$ cat src/hdl/ctp_pkg.sv
package ctp_pkg;
	// byte addresses of the byte-wide registers, one per word
	localparam logic [7:0] ADR_CTRL0 = 8'h00;
	localparam logic [7:0] ADR_CTRL1 = 8'h04;
	localparam logic [7:0] ADR_CNT_LO = 8'h08;
	localparam logic [7:0] ADR_CNT_HI = 8'h0c;
	localparam logic [7:0] ADR_CMP_LO = 8'h10;
	localparam logic [7:0] ADR_CMP_HI = 8'h14;
	localparam logic [7:0] ADR_STAT = 8'h18;
	// control zero fields
	localparam int C0_PAUSE = 7;
	localparam int C0_CK_HI = 6;
	localparam int C0_CK_LO = 4;
	localparam int C0_ON = 3;
	localparam int C0_RP_HI = 2;
	localparam int C0_RP_LO = 0;
	// control one fields
	localparam int C1_MODE_HI = 7;
	localparam int C1_MODE_LO = 6;
	localparam int C1_IO_HI = 5;
	localparam int C1_IO_LO = 4;
	localparam int C1_OC = 3;
	localparam int C1_POL = 2;
	localparam int C1_SWAP = 1;
	localparam int C1_CCLR = 0;
	// status flag positions, write one to clear
	localparam int ST_FA = 0;
	localparam int ST_FP = 1;
	// reset values
	localparam logic [7:0] CTRL_RST = 8'h00;
	localparam logic [9:0] CNT_RST = 10'h000;
	// operating modes
	localparam logic [1:0] MODE_CMP = 2'h0;
	localparam logic [1:0] MODE_UNDEF = 2'h1;
	localparam logic [1:0] MODE_PWM = 2'h2;
	localparam logic [1:0] MODE_TMR = 2'h3;
	// output function codes, compare mode
	localparam logic [1:0] IO_NONE = 2'h0;
	localparam logic [1:0] IO_LOW = 2'h1;
	localparam logic [1:0] IO_HIGH = 2'h2;
	localparam logic [1:0] IO_TOG = 2'h3;
	// output function codes, pwm mode
	localparam logic [1:0] PWM_INACT = 2'h0;
	localparam logic [1:0] PWM_ACT = 2'h1;
	localparam logic [1:0] PWM_WAVE = 2'h2;
	// clock select codes
	localparam logic [2:0] CK_SYS4 = 3'h0;
	localparam logic [2:0] CK_SYS = 3'h1;
	localparam logic [2:0] CK_HI16 = 3'h2;
	localparam logic [2:0] CK_HI64 = 3'h3;
	localparam logic [2:0] CK_SUB0 = 3'h4;
	localparam logic [2:0] CK_SUB1 = 3'h5;
	localparam logic [2:0] CK_EXT_R = 3'h6;
	localparam logic [2:0] CK_EXT_F = 3'h7;
	// full count of the 10-bit counter, and period step
	localparam logic [10:0] FULL_COUNT = 11'h400;
	localparam logic [6:0] STEP_ZERO = 7'h00;
	// sub clock made from the system clock by division
	localparam int SYS_CLK_HZ = 100000000;
	localparam int SUB_CLK_HZ = 32768;
	localparam int SUB_DIV = SYS_CLK_HZ / SUB_CLK_HZ;
	localparam logic [11:0] SUB_LAST = 12'(SUB_DIV - 1);
endpackage : ctp_pkg

$ cat src/hdl/ctp_tick_if.sv
`timescale 1ns/1ps
// clock select out, counting tick back
interface ctp_tick_if;
	logic tick; // one-cycle count enable
	logic [2:0] sel; // selected clock source
	modport src (output tick, input sel);
	modport snk (input tick, output sel);
endinterface : ctp_tick_if

$ cat src/hdl/ctp_tick.sv
`timescale 1ns/1ps
module ctp_tick (
	input wire logic mclk, // system clock
	input wire logic resetn, // async reset, active low
	input wire logic external_clock_pin, // event pin, asynchronous
	ctp_tick_if.src tk // select in, tick out
);
	// whole state: pin synchroniser, dividers, tick
	typedef struct packed {
		logic [2:0] sync; // [0] first stage, [2] edge history
		logic [5:0] div; // free divider for /4 /16 /64
		logic [11:0] sub; // sub clock divider
		logic tick; // registered tick
		logic [2:0] lsel; // source the tick was made for
	} ctp_tick_state_t;

	ctp_tick_state_t s;
	ctp_tick_state_t next_s;

	////////////////////////////////////////////////////////////////
	// next state
	always_comb begin
		next_s = s;
		// first stage only feeds the second stage
		next_s.sync = {s.sync[1:0], external_clock_pin};
		next_s.div = s.div + 6'h01;
		next_s.lsel = tk.sel;
		next_s.sub = (s.sub == ctp_pkg::SUB_LAST) ? 12'h000 :
			s.sub + 12'h001;
		// every code is legal, so no default branch
		unique case (tk.sel)
			ctp_pkg::CK_SYS4: next_s.tick = &s.div[1:0];
			ctp_pkg::CK_SYS: next_s.tick = 1'b1;
			ctp_pkg::CK_HI16: next_s.tick = &s.div[3:0];
			ctp_pkg::CK_HI64: next_s.tick = &s.div[5:0];
			ctp_pkg::CK_SUB0,
			ctp_pkg::CK_SUB1: next_s.tick = (s.sub == ctp_pkg::SUB_LAST);
			// edge seen on synchronised stages only
			ctp_pkg::CK_EXT_R: next_s.tick = s.sync[1] & ~s.sync[2];
			ctp_pkg::CK_EXT_F: next_s.tick = ~s.sync[1] & s.sync[2];
		endcase
	end

	////////////////////////////////////////////////////////////////
	// registers
	always_ff @(posedge mclk or negedge resetn) begin
		if (!resetn) begin
			s <= '0;
		end else begin
			s <= next_s;
		end
	end

	// a tick made for a source no longer selected is dropped, so a
	// select change never lends one stale count to the new source
	assign tk.tick = s.tick & (s.lsel == tk.sel);
endmodule : ctp_tick

$ cat src/hdl/ctp_timer.sv
`timescale 1ns/1ps
module ctp_timer (
	input wire logic mclk, // system clock, 100 MHz
	input wire logic resetn, // async reset, active low
	input wire logic wb_cyc_i, // bus cycle
	input wire logic wb_stb_i, // strobe
	input wire logic wb_we_i, // write enable
	input wire logic [7:0] wb_adr_i, // byte address
	input wire logic [3:0] wb_sel_i, // byte lanes
	input wire logic [31:0] wb_dat_i, // write data
	output logic [31:0] wb_dat_o, // read data
	output logic wb_ack_o, // acknowledge
	input wire logic external_clock_pin, // event clock pin
	output logic timer_output_pin, // primary output
	output logic inverted_output_pin, // complementary output
	output logic timer_irq // one-cycle interrupt request
);
	// whole state of the timer
	typedef struct packed {
		logic [7:0] c0; // control zero
		logic [7:0] c1; // control one
		logic [9:0] cnt; // counter
		logic [9:0] cmp; // compare value
		logic [7:0] hold; // shared low byte buffer
		logic fa; // compare match flag
		logic fp; // period match flag
		logic lvl; // compare-mode output level
		logic pin; // primary pin
		logic pinb; // complementary pin
		logic irq; // interrupt pulse
		logic ack; // bus acknowledge
		logic [7:0] dat; // read data
	} ctp_state_t;

	ctp_state_t s;
	ctp_state_t next_s;

	////////////////////////////////////////////////////////////////
	// clock source
	ctp_tick_if tk ();

	// select comes from a flop, tick back from a flop
	assign tk.sel = s.c0[ctp_pkg::C0_CK_HI:ctp_pkg::C0_CK_LO];

	ctp_tick u_tick (
		.mclk(mclk),
		.resetn(resetn),
		.external_clock_pin(external_clock_pin),
		.tk(tk)
	);

	////////////////////////////////////////////////////////////////
	// field decode
	logic on; // counter on bit
	logic pause; // pause bit
	logic [2:0] period; // period field
	logic [1:0] mode; // mode field
	logic [1:0] io; // output function field
	logic oc; // output control bit
	logic pol; // polarity bit
	logic swap; // period/duty swap bit
	logic cclr; // clear select bit

	assign on = s.c0[ctp_pkg::C0_ON];
	assign pause = s.c0[ctp_pkg::C0_PAUSE];
	assign period = s.c0[ctp_pkg::C0_RP_HI:ctp_pkg::C0_RP_LO];
	assign mode = s.c1[ctp_pkg::C1_MODE_HI:ctp_pkg::C1_MODE_LO];
	assign io = s.c1[ctp_pkg::C1_IO_HI:ctp_pkg::C1_IO_LO];
	assign oc = s.c1[ctp_pkg::C1_OC];
	assign pol = s.c1[ctp_pkg::C1_POL];
	assign swap = s.c1[ctp_pkg::C1_SWAP];
	assign cclr = s.c1[ctp_pkg::C1_CCLR];

	////////////////////////////////////////////////////////////////
	// bus decode
	logic take; // request taken this cycle
	logic wr; // low lane write
	logic rd; // read
	logic on_rise; // counter on bit goes low to high

	// one answer per request, then ack drops a cycle
	assign take = wb_cyc_i & wb_stb_i & ~s.ack;
	assign wr = take & wb_we_i & wb_sel_i[0];
	assign rd = take & ~wb_we_i;
	assign on_rise = wr && (wb_adr_i == ctp_pkg::ADR_CTRL0) &&
		wb_dat_i[ctp_pkg::C0_ON] && !on;

	////////////////////////////////////////////////////////////////
	// comparators, all on an 11-bit scale so 1024 fits
	logic [10:0] per11; // period value in clocks
	logic [10:0] cmp11; // compare as a pwm period
	logic [10:0] pv11; // pwm period
	logic [10:0] dv11; // pwm duty
	logic [10:0] nxt11; // count plus one
	logic step; // counter advances this cycle
	logic hit_a; // compare match on next count
	logic hit_p; // period match on next count
	logic clr; // hardware clear on this step

	// zero period stands for the full 1024 count
	assign per11 = (period == 3'h0) ? ctp_pkg::FULL_COUNT :
		{1'b0, period, ctp_pkg::STEP_ZERO};
	assign cmp11 = (s.cmp == 10'h000) ? ctp_pkg::FULL_COUNT :
		{1'b0, s.cmp};
	assign pv11 = swap ? cmp11 : per11;
	assign dv11 = swap ? per11 : {1'b0, s.cmp};
	assign nxt11 = {1'b0, s.cnt} + 11'h001;
	assign step = tk.tick & on & ~pause;
	// compare of zero never matches, the count overflows
	assign hit_a = (s.cmp != 10'h000) && (nxt11 == {1'b0, s.cmp});
	assign hit_p = (nxt11 == per11);

	// clear source by mode and clear select
	always_comb begin
		if (mode == ctp_pkg::MODE_PWM) begin
			clr = (nxt11 == pv11);
		end else if (cclr) begin
			clr = hit_a | (nxt11 == ctp_pkg::FULL_COUNT);
		end else begin
			clr = hit_p;
		end
	end

	////////////////////////////////////////////////////////////////
	// next state
	always_comb begin
		next_s = s;
		next_s.ack = take;
		next_s.dat = 8'h00;
		next_s.irq = step & clr;

		// control and compare writes
		if (wr) begin
			unique case (wb_adr_i)
				ctp_pkg::ADR_CTRL0: begin
					next_s.c0 = wb_dat_i[7:0];
				end
				// mode changes are only safe while off
				ctp_pkg::ADR_CTRL1: begin
					next_s.c1 = wb_dat_i[7:0];
				end
				ctp_pkg::ADR_CMP_LO: begin
					next_s.hold = wb_dat_i[7:0];
				end
				ctp_pkg::ADR_CMP_HI: begin
					next_s.cmp = {wb_dat_i[1:0], s.hold};
				end
				default: begin
					// count and unmapped writes are ignored
					next_s.hold = s.hold;
				end
			endcase
		end

		// reads, high byte loads the shared buffer
		if (rd) begin
			unique case (wb_adr_i)
				ctp_pkg::ADR_CTRL0: next_s.dat = s.c0;
				ctp_pkg::ADR_CTRL1: next_s.dat = s.c1;
				ctp_pkg::ADR_CNT_LO,
				ctp_pkg::ADR_CMP_LO: next_s.dat = s.hold;
				ctp_pkg::ADR_CNT_HI: begin
					next_s.dat = {6'h00, s.cnt[9:8]};
					next_s.hold = s.cnt[7:0];
				end
				ctp_pkg::ADR_CMP_HI: begin
					next_s.dat = {6'h00, s.cmp[9:8]};
					next_s.hold = s.cmp[7:0];
				end
				ctp_pkg::ADR_STAT: next_s.dat = {6'h00, s.fp, s.fa};
				default: next_s.dat = 8'h00;
			endcase
		end

		// counter: on-rise clears, else count or clear
		if (on_rise) begin
			next_s.cnt = ctp_pkg::CNT_RST;
		end else if (step) begin
			next_s.cnt = clr ? ctp_pkg::CNT_RST : nxt11[9:0];
		end

		// flags: a new event wins over a clear
		if (wr && (wb_adr_i == ctp_pkg::ADR_STAT)) begin
			next_s.fa = s.fa & ~wb_dat_i[ctp_pkg::ST_FA];
			next_s.fp = s.fp & ~wb_dat_i[ctp_pkg::ST_FP];
		end
		if (step && hit_a) begin
			next_s.fa = 1'b1;
		end
		// compare clear suppresses the period flag outside pwm mode
		if (step && hit_p && ((mode == ctp_pkg::MODE_PWM) || !cclr)) begin
			next_s.fp = 1'b1;
		end

		// compare-mode level: initial on rise, then matches
		if (on_rise && (mode != ctp_pkg::MODE_TMR)) begin
			next_s.lvl = s.c1[ctp_pkg::C1_OC];
		end else if (step && hit_a && (mode == ctp_pkg::MODE_CMP)) begin
			unique case (io)
				ctp_pkg::IO_NONE: next_s.lvl = s.lvl;
				ctp_pkg::IO_LOW: next_s.lvl = 1'b0;
				ctp_pkg::IO_HIGH: next_s.lvl = 1'b1;
				ctp_pkg::IO_TOG: next_s.lvl = ~s.lvl;
			endcase
		end

		// pin: pwm wave tracks the next count, so pin and count register together
		unique case (mode)
			ctp_pkg::MODE_PWM: begin
				unique case (io)
					ctp_pkg::PWM_INACT: next_s.pin = ~oc ^ pol;
					ctp_pkg::PWM_ACT: next_s.pin = oc ^ pol;
					// duty at or past period keeps active, even over a
					// count left above the period by a register change
					ctp_pkg::PWM_WAVE: next_s.pin =
						((({1'b0, next_s.cnt} < dv11) || (dv11 >= pv11)) ?
						oc : ~oc) ^ pol;
					default: next_s.pin = ~oc ^ pol;
				endcase
			end
			// pin unused; level kept, polarity ignored
			ctp_pkg::MODE_TMR: next_s.pin = s.pin;
			default: next_s.pin = next_s.lvl ^ pol;
		endcase
		next_s.pinb = ~next_s.pin;
	end

	////////////////////////////////////////////////////////////////
	// registers
	always_ff @(posedge mclk or negedge resetn) begin
		if (!resetn) begin
			s <= '0;
		end else begin
			s <= next_s;
		end
	end

	////////////////////////////////////////////////////////////////
	// outputs straight from flops
	assign wb_dat_o = {24'h000000, s.dat};
	assign wb_ack_o = s.ack;
	assign timer_output_pin = s.pin;
	assign inverted_output_pin = s.pinb;
	assign timer_irq = s.irq;
endmodule : ctp_timer

$ cat config.mk
export PLATFORM = sky130hd
export DESIGN_NAME = ctp_timer
export DESIGN_NICKNAME = d
export VERILOG_FILES = /design/src/hdl/ctp_pkg.sv /design/src/hdl/ctp_tick_if.sv /design/src/hdl/ctp_tick.sv /design/src/hdl/ctp_timer.sv
export SDC_FILE = /design/constraint.sdc
export NUM_CORES = 1
export LEC_CHECK = 0
export BUFFER_PORTS_ARGS = -buffer_cell sky130_fd_sc_hd__buf_2
export CORE_MARGIN = 2
export CORE_UTILIZATION = 25
export CTS_CLUSTER_DIAMETER = 200
export DETAILED_ROUTE_END_ITERATION = 10
export GPL_ROUTABILITY_DRIVEN = 0
export SLEW_MARGIN = 0
export SYNTH_ARGS = -nofsm -noshare
export SYNTH_HDL_FRONTEND = slang
export SYNTH_HIERARCHICAL = 1
export SYNTH_SLANG_ARGS = --single-unit
export TNS_END_PERCENT = 20
$ cat constraint.sdc
create_clock -name mclk -period 5.7 [get_ports mclk]
set_input_delay 1.14 -clock mclk [delete_from_list [all_inputs] [get_ports mclk]]
set_output_delay 1.14 -clock mclk [all_outputs]
set_load 0.05 [all_outputs]
== Yosys cells after proc, flatten, opt, wreduce, memory -nomap -nowiden ==
Index checks and enable logic that the tools add are counted.
Storage, ports and cells
  input bits: 50
  ROM bits: 0
  output and inout bits: 36
  word-level logic and storage cells: 133
  bits in latches: 0
  memories kept: 0
  bits in registers: 84
  RAM bits: 0
Cells by class
  div/mod/pow operators: 0
  shift operators: 0
  $add $sub $neg: 3
  equality and inequality tests: 25
  magnitude comparators: 2
  muxes and demuxes: 26
  $mul: 0
  reductions and logical operators: 31
  bitwise logic cells: 28
Operators with widths (number)
  $pmux 8 s6: 1
  $mux 11: 4
  $mux 8: 4
  $mux 10: 3
  $eq 8x5->1 const B: 3
  $eq 11x11->1: 2
  $eq 8x4->1 const B: 2
  $pmux 8 s2: 1
  $and 1x1->1: 13
  $add 12x1->12 const B: 1
  $eq 12x12->1 const B: 1
  $eq 3x3->1 const B: 4
  $mux 12: 1
  $add 10x1->11 const B: 1
  $eq 11x10->1: 1
  $eq 11x11->1 const B: 1
  $ge 11x11->1: 1
  $lt 10x11->1: 1
  $logic_and 1x1->1: 10
  $logic_not 10->1: 1
  $not 1->1: 10
  $reduce_bool 10->1: 1
  $eq 2x2->1 const B: 4
  $eq 8x3->1 const B: 1
  other kinds (23): 43

== Logic depth before layout (Yosys ltp) ==
Gate-level depths: netlist of the first run.
  depth in word-level cells: 16
  gate-level depth with buffers: 21
  mapped depth without buffers: 20

== Hierarchy ==
The synthesis of the first run kept the hierarchy.
Modules (own cells, without submodules)
  ctp_timer: area an instance 4335.4 um^2, sequential area each 1476.4 um^2, times used 1, cells each 463
  ctp_tick: area an instance 1072.3 um^2, sequential area each 625.6 um^2, times used 1, cells each 94

== Worst setup path before layout of the first run ==
Ideal clock, no wire load.
  path type: in2reg
  start: input wb_adr_i[1]
  end: register with a tool-made name
  required time: 5.580 ns
  cell stages on the path: 16
  slack: 0.722 ns
  library setup time: 0.120 ns
  arrival: 4.858 ns
  path buffers: 0
  cells stage by stage: nor3_1 nand2_1 nor4_2 nand4b_1 o21ai_1 nor2_1 ha_1 or3_1 o21ai_0 a21oi_1 o21a_1 o21a_1 and2_1 or4_1 a311o_1 and3_1
RTL lines
  start, declared: line ctp_timer.sv:8  | input wire logic [7:0] wb_adr_i,

==> metrics.cfg, run 1 <==
[cells_and_area]
finish.net_count = 644
fillers = 2205
layout.area.seq_mm2 = 0.002102
syn_to_final_growth_pct = 10.74
multiInputGateArea_mm2 = 0.002965
finalNonFillerCells = 854
final_layout_size_suffix_gt1_share_pct = 17.62
n_antenna_cell = 0

[clock_tree]
cts_sinks = 84
insertion_delay_ps = 350
cts_tree = yes
cts_buffers = 9
cts_root_buffer = clkbuf_16
cts_hold_buf = 0
cts.reportedPaths.clkPinSlew_ps = 60
cts_max_level = 3
cts-resized-gates = 0
cts_setup_buffers = 0
clock_path_buffers = 2

[routing]
wl_per_cell_um = 15.37
drc = 0
wirelength_um = 13130
drt-pass1-iter-count = 5
vias = 4214
drt_iter0_drc = 255
antenna_left = 0
viasPerCell = 4.934

[setup_path]
worstSetupStartpointType = register
crit_start = s[34]$_DFF_PN0_
worstSetupEndpointType = register
worstSetupPathType = register to register
worstPathArrival_ps = 5450
critical_path.max_fanout = 9
worstPathRequired_ps = 5940
r2r-start = s[34]$_DFF_PN0_

[sta]
relSlewSlack_pct = 30.40
worst_clock_skew_ps = 12.41
worstMarginPinSlew_ps = 1044
finalSetupViolations = 0
tns_ps = 0
period_share_pct = 91.39
fmax_mhz = 192.0
timing.final.ws_setup_ps = 490.9
whs_ps = 348.7
period_needed_ps = 5209
rsz0062_at_grt = false
hold_violations = 0
final-max-slew-violation-count = 0

[grt]
grt_max_degree = 82
globalRouteTotalUtil_pct = 11.79
grt_pass1_wl_um = 21010
grt_pass1_vias = 3976
grt_antenna_before_repair = 0
grt.overflow.total = 0

[floorplan]
rows = 53
core_mm2 = 0.02115
fp.dieW_um = 151.1
start_util_pct = 25.56
die_area_mm2 = 0.02282
io_pins = 86
fp.dieH_um = 151.1

[logic_synthesis]
synth_seq_area_share_pct = 38.87
ys_ff_latch = 84
synthArstFlopShare_pct = 100.0
yosysWarningCount = 6
synth.avg_cell_area_um2 = 9.709
ys.flop_type = dfrtp_1
synth-edff-count = 0
synth.distinct_cells = 70
synthCells = 557
netlist_area_mm2 = 0.005408

[power_and_ir_drop]
power_leakage_uw = 0.002609
p_total_uw = 1249
power_density_mw_per_mm2 = 208.5
ir_drop_mv = 0.1477

[placement]
port_buffers = 34
place_inst = 838
hpwlAfterDp_um = 9549
dp_slack_ps = 519.0

[hold_path]
hold_start = u_tick/next_s[23]$_DFF_PN0_
hold_path_class = register to register

[job]
drv_cap = 0

[outcome]
status = finished clean

-- sequential cells by signal, indices dropped and copies added, names as in the netlist, named ones only --
| signal | flops |
|---|---|
| pause | 1 |
| timer_irq | 1 |
| u_tick/next_s | 2 |
| cclr | 1 |
| s | 35 |
| period | 3 |
| oc | 1 |
| u_tick/s | 23 |
| on | 1 |
| wb_dat_o | 8 |
| inverted_output_pin | 1 |
| wb_ack_o | 1 |
| mode | 2 |
| pol | 1 |
| io | 2 |
-- cell usage in the layout, fill, tap and decap left out, types with 15 or more instances in the layout --
cell type and instances:
inv_1 16, xnor2_1 35, mux2_2 29, nand2_1 35, dfrtp_1 84, conb_1 24
nor2_1 47, a21oi_1 15, o21ai_0 15, ha_1 20, nor3_1 15, buf_2 33
-- final timing paths --
| path | endpoint | slack [ps] | depth (start not counted) |
|---|---|---|---|
| hold / removal | u_tick/next_s[24]$_DFF_PN0_ | 350 | 0 |
| max in group asynchronous | timer_irq$_DFF_PN0_ | 3930 | 2 |
| min in group asynchronous | u_tick/next_s[23]$_DFF_PN0_ | 570 | 1 |
| hold reg to reg | u_tick/next_s[24]$_DFF_PN0_ | 350 | 0 |
| setup reg to reg | register | 490 | 21 |
| setup / recovery | register | 490 | 21 |
-- cells by family after synthesis --
group                      count (synthesis)  share of synthesized area, %
DFF                                       84                         38.87
adders and majority gates                 21                         4.813
and+or+nand+nor                          177                         16.89
muxes                                     41                         8.260
xor gates and xnor gates                  49                         8.468
AOI/OAI and AO/OA                        108                         14.74
buffers and inverters                     76                         7.890
other                                      1                       0.06935
-- per-layer routing --
metal | GRT usage (%) | share of wire (%) | vias up
li1 | - | - | 1996
met1 | 15.87 | 46 | 2077
met2 | 18.66 | 46 | 124
met3 | 3.343 | 6.8 | 17
met4 | 3.037 | 1.2 | 0
met5 | 0 | 0 | -
-- report_power, final --
group	internal, uW	switching [uW]
combinational	17.0	67.6
clock	301	259
sequential	600	3.96
-- critical path, cell delays in order (launching register included) --
cell	delay [ps]
dfrtp_1	450
ha_1	300
nand2_2	140
or3_1	370
a311o_1	370
or2_0	220
o31ai_1	240
a31oi_1	140
o21ai_1	130
buf_4	200
nor2_1	90
ha_1	310
a21oi_1	150
nor2b_1	50
o21ai_0	210
a21oi_1	120
o21a_1	200
o21a_1	200
and2_1	170
or4_1	530
a311o_1	340
and3_1	170
-- synthesized netlist by cell type, types with 7 or more instances --
library cell,instances,area share (%)
a21oi_1,15,1.4
a222oi_1,10,1.9
a22oi_1,9,1.2
and2_1,8,0.93
and3_1,11,1.3
buf_4,36,5.0
clkbuf_1,18,1.2
dfrtp_1,84,39
ha_1,20,4.6
inv_1,16,1.1
mux2_2,29,6.0
mux2i_1,12,2.2
nand2_1,35,2.4
nand2b_1,10,1.2
nand3_1,11,1.0
nand4_1,8,0.93
nor2_1,47,3.3
nor3_1,15,1.4
o21ai_0,15,1.4
o22ai_1,10,1.2
or3_1,7,0.81
xnor2_1,35,5.7
xor2_1,12,1.9
-- area by class of cell --
cell class	count	area share, %
clock buffers	10	3.824
clock inverters	6	0.7940
inverters	16	1.003
multi-input cells	420	49.52
flip-flops and latches	84	35.10
well taps	275	5.746
repair buffers	43	4.012
-- stage by stage --
step | utilization [%] | instance area, um^2
after global placement | 27.00 | 5712
after CTS | 28.31 | 5988
after detailed placement | 27.00 | 5712
after floorplan | - | 5494
after global routing | 28.31 | 5988
final | 28.31 | 5988
Power figures use the tool's default switching activity.
==> run 2, diff against run 1 <==
CAP_MARGIN = 15   (was not set)
SLEW_MARGIN = not set   (was 0)
clock period = 4.6 ns   (was 5.7 ns; I/O delays follow)
==> metrics.cfg, run 2 (same netlist as run 1, synthesis figures left out) <==
[setup_path]
worstSetupEndpointType = register
critPathBufInv = 3  ; +2
crit_start = s[34]$_DFF_PN0_
worstSetupStartpointType = register
crit_chain = ha_4 > buf_6 > xnor2_2 > and2_1 > a311o_1 > or2_1 > o31ai_2 > a31oi_2 > o21ai_2 > buf_6 > buf_6 > nor2_2 > ha_1 > or3_1 > o21ai_2 > a21oi_2 > o21a_1 > o21a_1 > o2111a_1 > or4_4 > a311o_1 > and3_1
r2r-start = s[34]$_DFF_PN0_
rrSetupSlack_ps = -70  ; -560 ps
worstSetupPathType = register to register
critical_path.max_fanout = 6  ; -3
slowest_stage = or4_4
critPathMaxStageDelay_ps = 490  ; -40 ps
cpLargestDelayFamily = compound AO/OA/AOI/OAI gates
r2r_cells = 22  ; +4.8%
cp_common_cell = buf_6
worstPathRequired_ps = 4850  ; -1090 ps
worstPathArrival_ps = 4910  ; -540 ps

[power_and_ir_drop]
combinationalPowerShare_pct = 7.5  ; +0.7 points
power_density_mw_per_mm2 = 235.5  ; +13%
ir_drop_mv = 0.1665  ; +13%
power_leakage_uw = 0.003129  ; +20%
power.share.clock_pct = 46.1  ; +1.2 points
p_int_uw = 1160  ; +26%
swShare_pct = 27.93  ; +1.4 points
seqPwrFrac_pct = 46.4  ; -2.0 points
p_switching_uw = 449.5  ; +36%
p_total_uw = 1609  ; +29%

[routing]
vias = 4540  ; +7.7%
drt-pass1-iter-count = 5  ; unchanged
wirelength_um = 14400  ; +9.6%
drc = 0  ; unchanged
antenna_left = 0  ; unchanged
wl_per_cell_um = 15.17  ; -1.3%
viasPerCell = 4.784  ; -3.0%
drt_iter0_drc = 288  ; +13%

[hold_path]
min_to = u_tick/next_s[24]$_DFF_PN0_
hold_path_class = register to register
hold_start = u_tick/next_s[23]$_DFF_PN0_
whs_path_depth = 0  ; unchanged

[sta]
period_share_pct = 101.5  ; +10 points
relSlewSlack_pct = 31.20  ; +0.80 points
period_needed_ps = 4669  ; -540.0 ps
whs_ps = 360.8  ; +12.10 ps
worst_clock_skew_ps = 12.93  ; +0.5151 ps
fmax_mhz = 214.2  ; +12%
hold_violations = 0  ; unchanged
finalSetupViolations = 1  ; +1
rsz0062_at_grt = true
final-max-slew-violation-count = 0  ; unchanged
worstMarginPinSlew_ps = 1024  ; -19.85 ps
timing.final.ws_setup_ps = -69.18  ; -560.0 ps
tns_ps = -69.18  ; -69.18 ps

[cells_and_area]
final_cell_mix = buf_4, dfrtp_1, nor2_1, nand2_1, xnor2_1
fillers = 2156  ; -2.2%
syn_to_final_growth_pct = 26.35
final_layout_size_suffix_gt1_share_pct = 32.05  ; +14 points
layout_commonest_cell = buf_4
finish.net_count = 739  ; +15%
n_antenna_cell = 0  ; unchanged
regMostFlops = s
final_area_mm2 = 0.006833  ; +14%
largest_reg_flops = 35  ; unchanged

[floorplan]
die_area_mm2 = 0.02282  ; unchanged
fp.dieH_um = 151.1  ; unchanged
io_pins = 86  ; unchanged
core_mm2 = 0.02115  ; unchanged
rows = 53  ; unchanged
fp.dieW_um = 151.1  ; unchanged
start_util_pct = 25.56  ; unchanged

[outcome]
status = finished, violations left
violations = negative setup slack

[clock_tree]
cts_max_level = 3  ; unchanged
cts_tree = yes
cts_hold_buf = 0  ; unchanged
cts_root_buffer = clkbuf_16
cts.reportedPaths.clkPinSlew_ps = 80  ; +20 ps
cts_sinks = 84  ; unchanged
insertion_delay_ps = 360  ; about the same
clock_path_buffers = 2  ; unchanged
cts_buffers = 9  ; unchanged

[grt]
grt.overflow.total = 0  ; unchanged
grt_pass1_wl_um = 22730  ; +8.2%
grt_pass1_vias = 4345  ; +9.3%
grt_antenna_before_repair = 0  ; unchanged
grt_max_degree = 56  ; -32%
globalRouteTotalUtil_pct = 13.00  ; +1.2 points

[placement]
port_buffers = 34  ; unchanged
place_area_mm2 = 0.006451  ; +13%
hpwlAfterDp_um = 11020  ; +15%
dp_slack_ps = -308.3  ; -827.4 ps

[job]
drv_cap = 0  ; unchanged

-- run 2: cell count changes in the layout (fill, tap and decap cells not counted), moves of 2 or more --
cell	change
buf_6	+3
clkinv_2	-2
dfrtp_2	+2
a31oi_2	+2
buf_4	+91
a31oi_1	-2
o21ai_0	-3
a2111oi_0	-2
dfrtp_1	-2
o21ai_2	+3
-- run 2: metal layers --
layer | vias to the layer above | track usage [%] | routed length, um
met5 | - | 0 | 0
met4 | 0 | 3.972 | 216
met3 | 17 | 2.530 | 651
met2 | 123 | 20.48 | 6744
met1 | 2206 | 18.02 | 6783
li1 | 2194 | - | -
-- run 2: cell type report --
cell class | instances | area [um^2] | area share [%]
Multi-Input combinational cell | 420 | 3048 | 44.61
Sequential cell | 84 | 2105 | 30.80
Timing Repair Buffer | 138 | 977.2 | 14.30
Tap cell | 275 | 344.1 | 5.036
Clock buffer | 9 | 225.2 | 3.296
Clock inverter | 7 | 73.82 | 1.080
Inverter | 16 | 60.06 | 0.8790
-- run 2: what timing repair did --
item | in CTS | in global routing
resized for setup | 15 | 11
endpoints found under the setup margin | 2 | 2
pin swaps | 8 | 4
buffers inserted | 1 | 0
hold endpoints to repair | 0 | 0
-- run 2: metrics by stage --
stage | std cells | utilization (%)
after floorplan | 580 | -
after global placement | 932 | 30.50
after detailed placement | 932 | 30.50
after CTS | 949 | 32.15
after global routing | 949 | 32.30
final | 949 | 32.30
-- run 2: how the worst max path moves through the flow --
stage | to | cells after the start
after floorplan | register | 20
after global placement | register | 21
after detailed placement | register | 21
after CTS | register | 21
after global routing | register | 22
final | register | 22
-- run 2: power by group through the flow --
| stage | combinational, uW | clock (uW) | sequential (uW) |
|---|---|---|---|
| final | 120 | 742 | 747 |
| after global routing | 131 | 788 | 747 |
| after detailed placement | 120 | 0 | 761 |
| after global placement | 119 | 0 | 761 |
| after floorplan | 85.4 | 0 | 763 |
| after CTS | 121 | 761 | 747 |
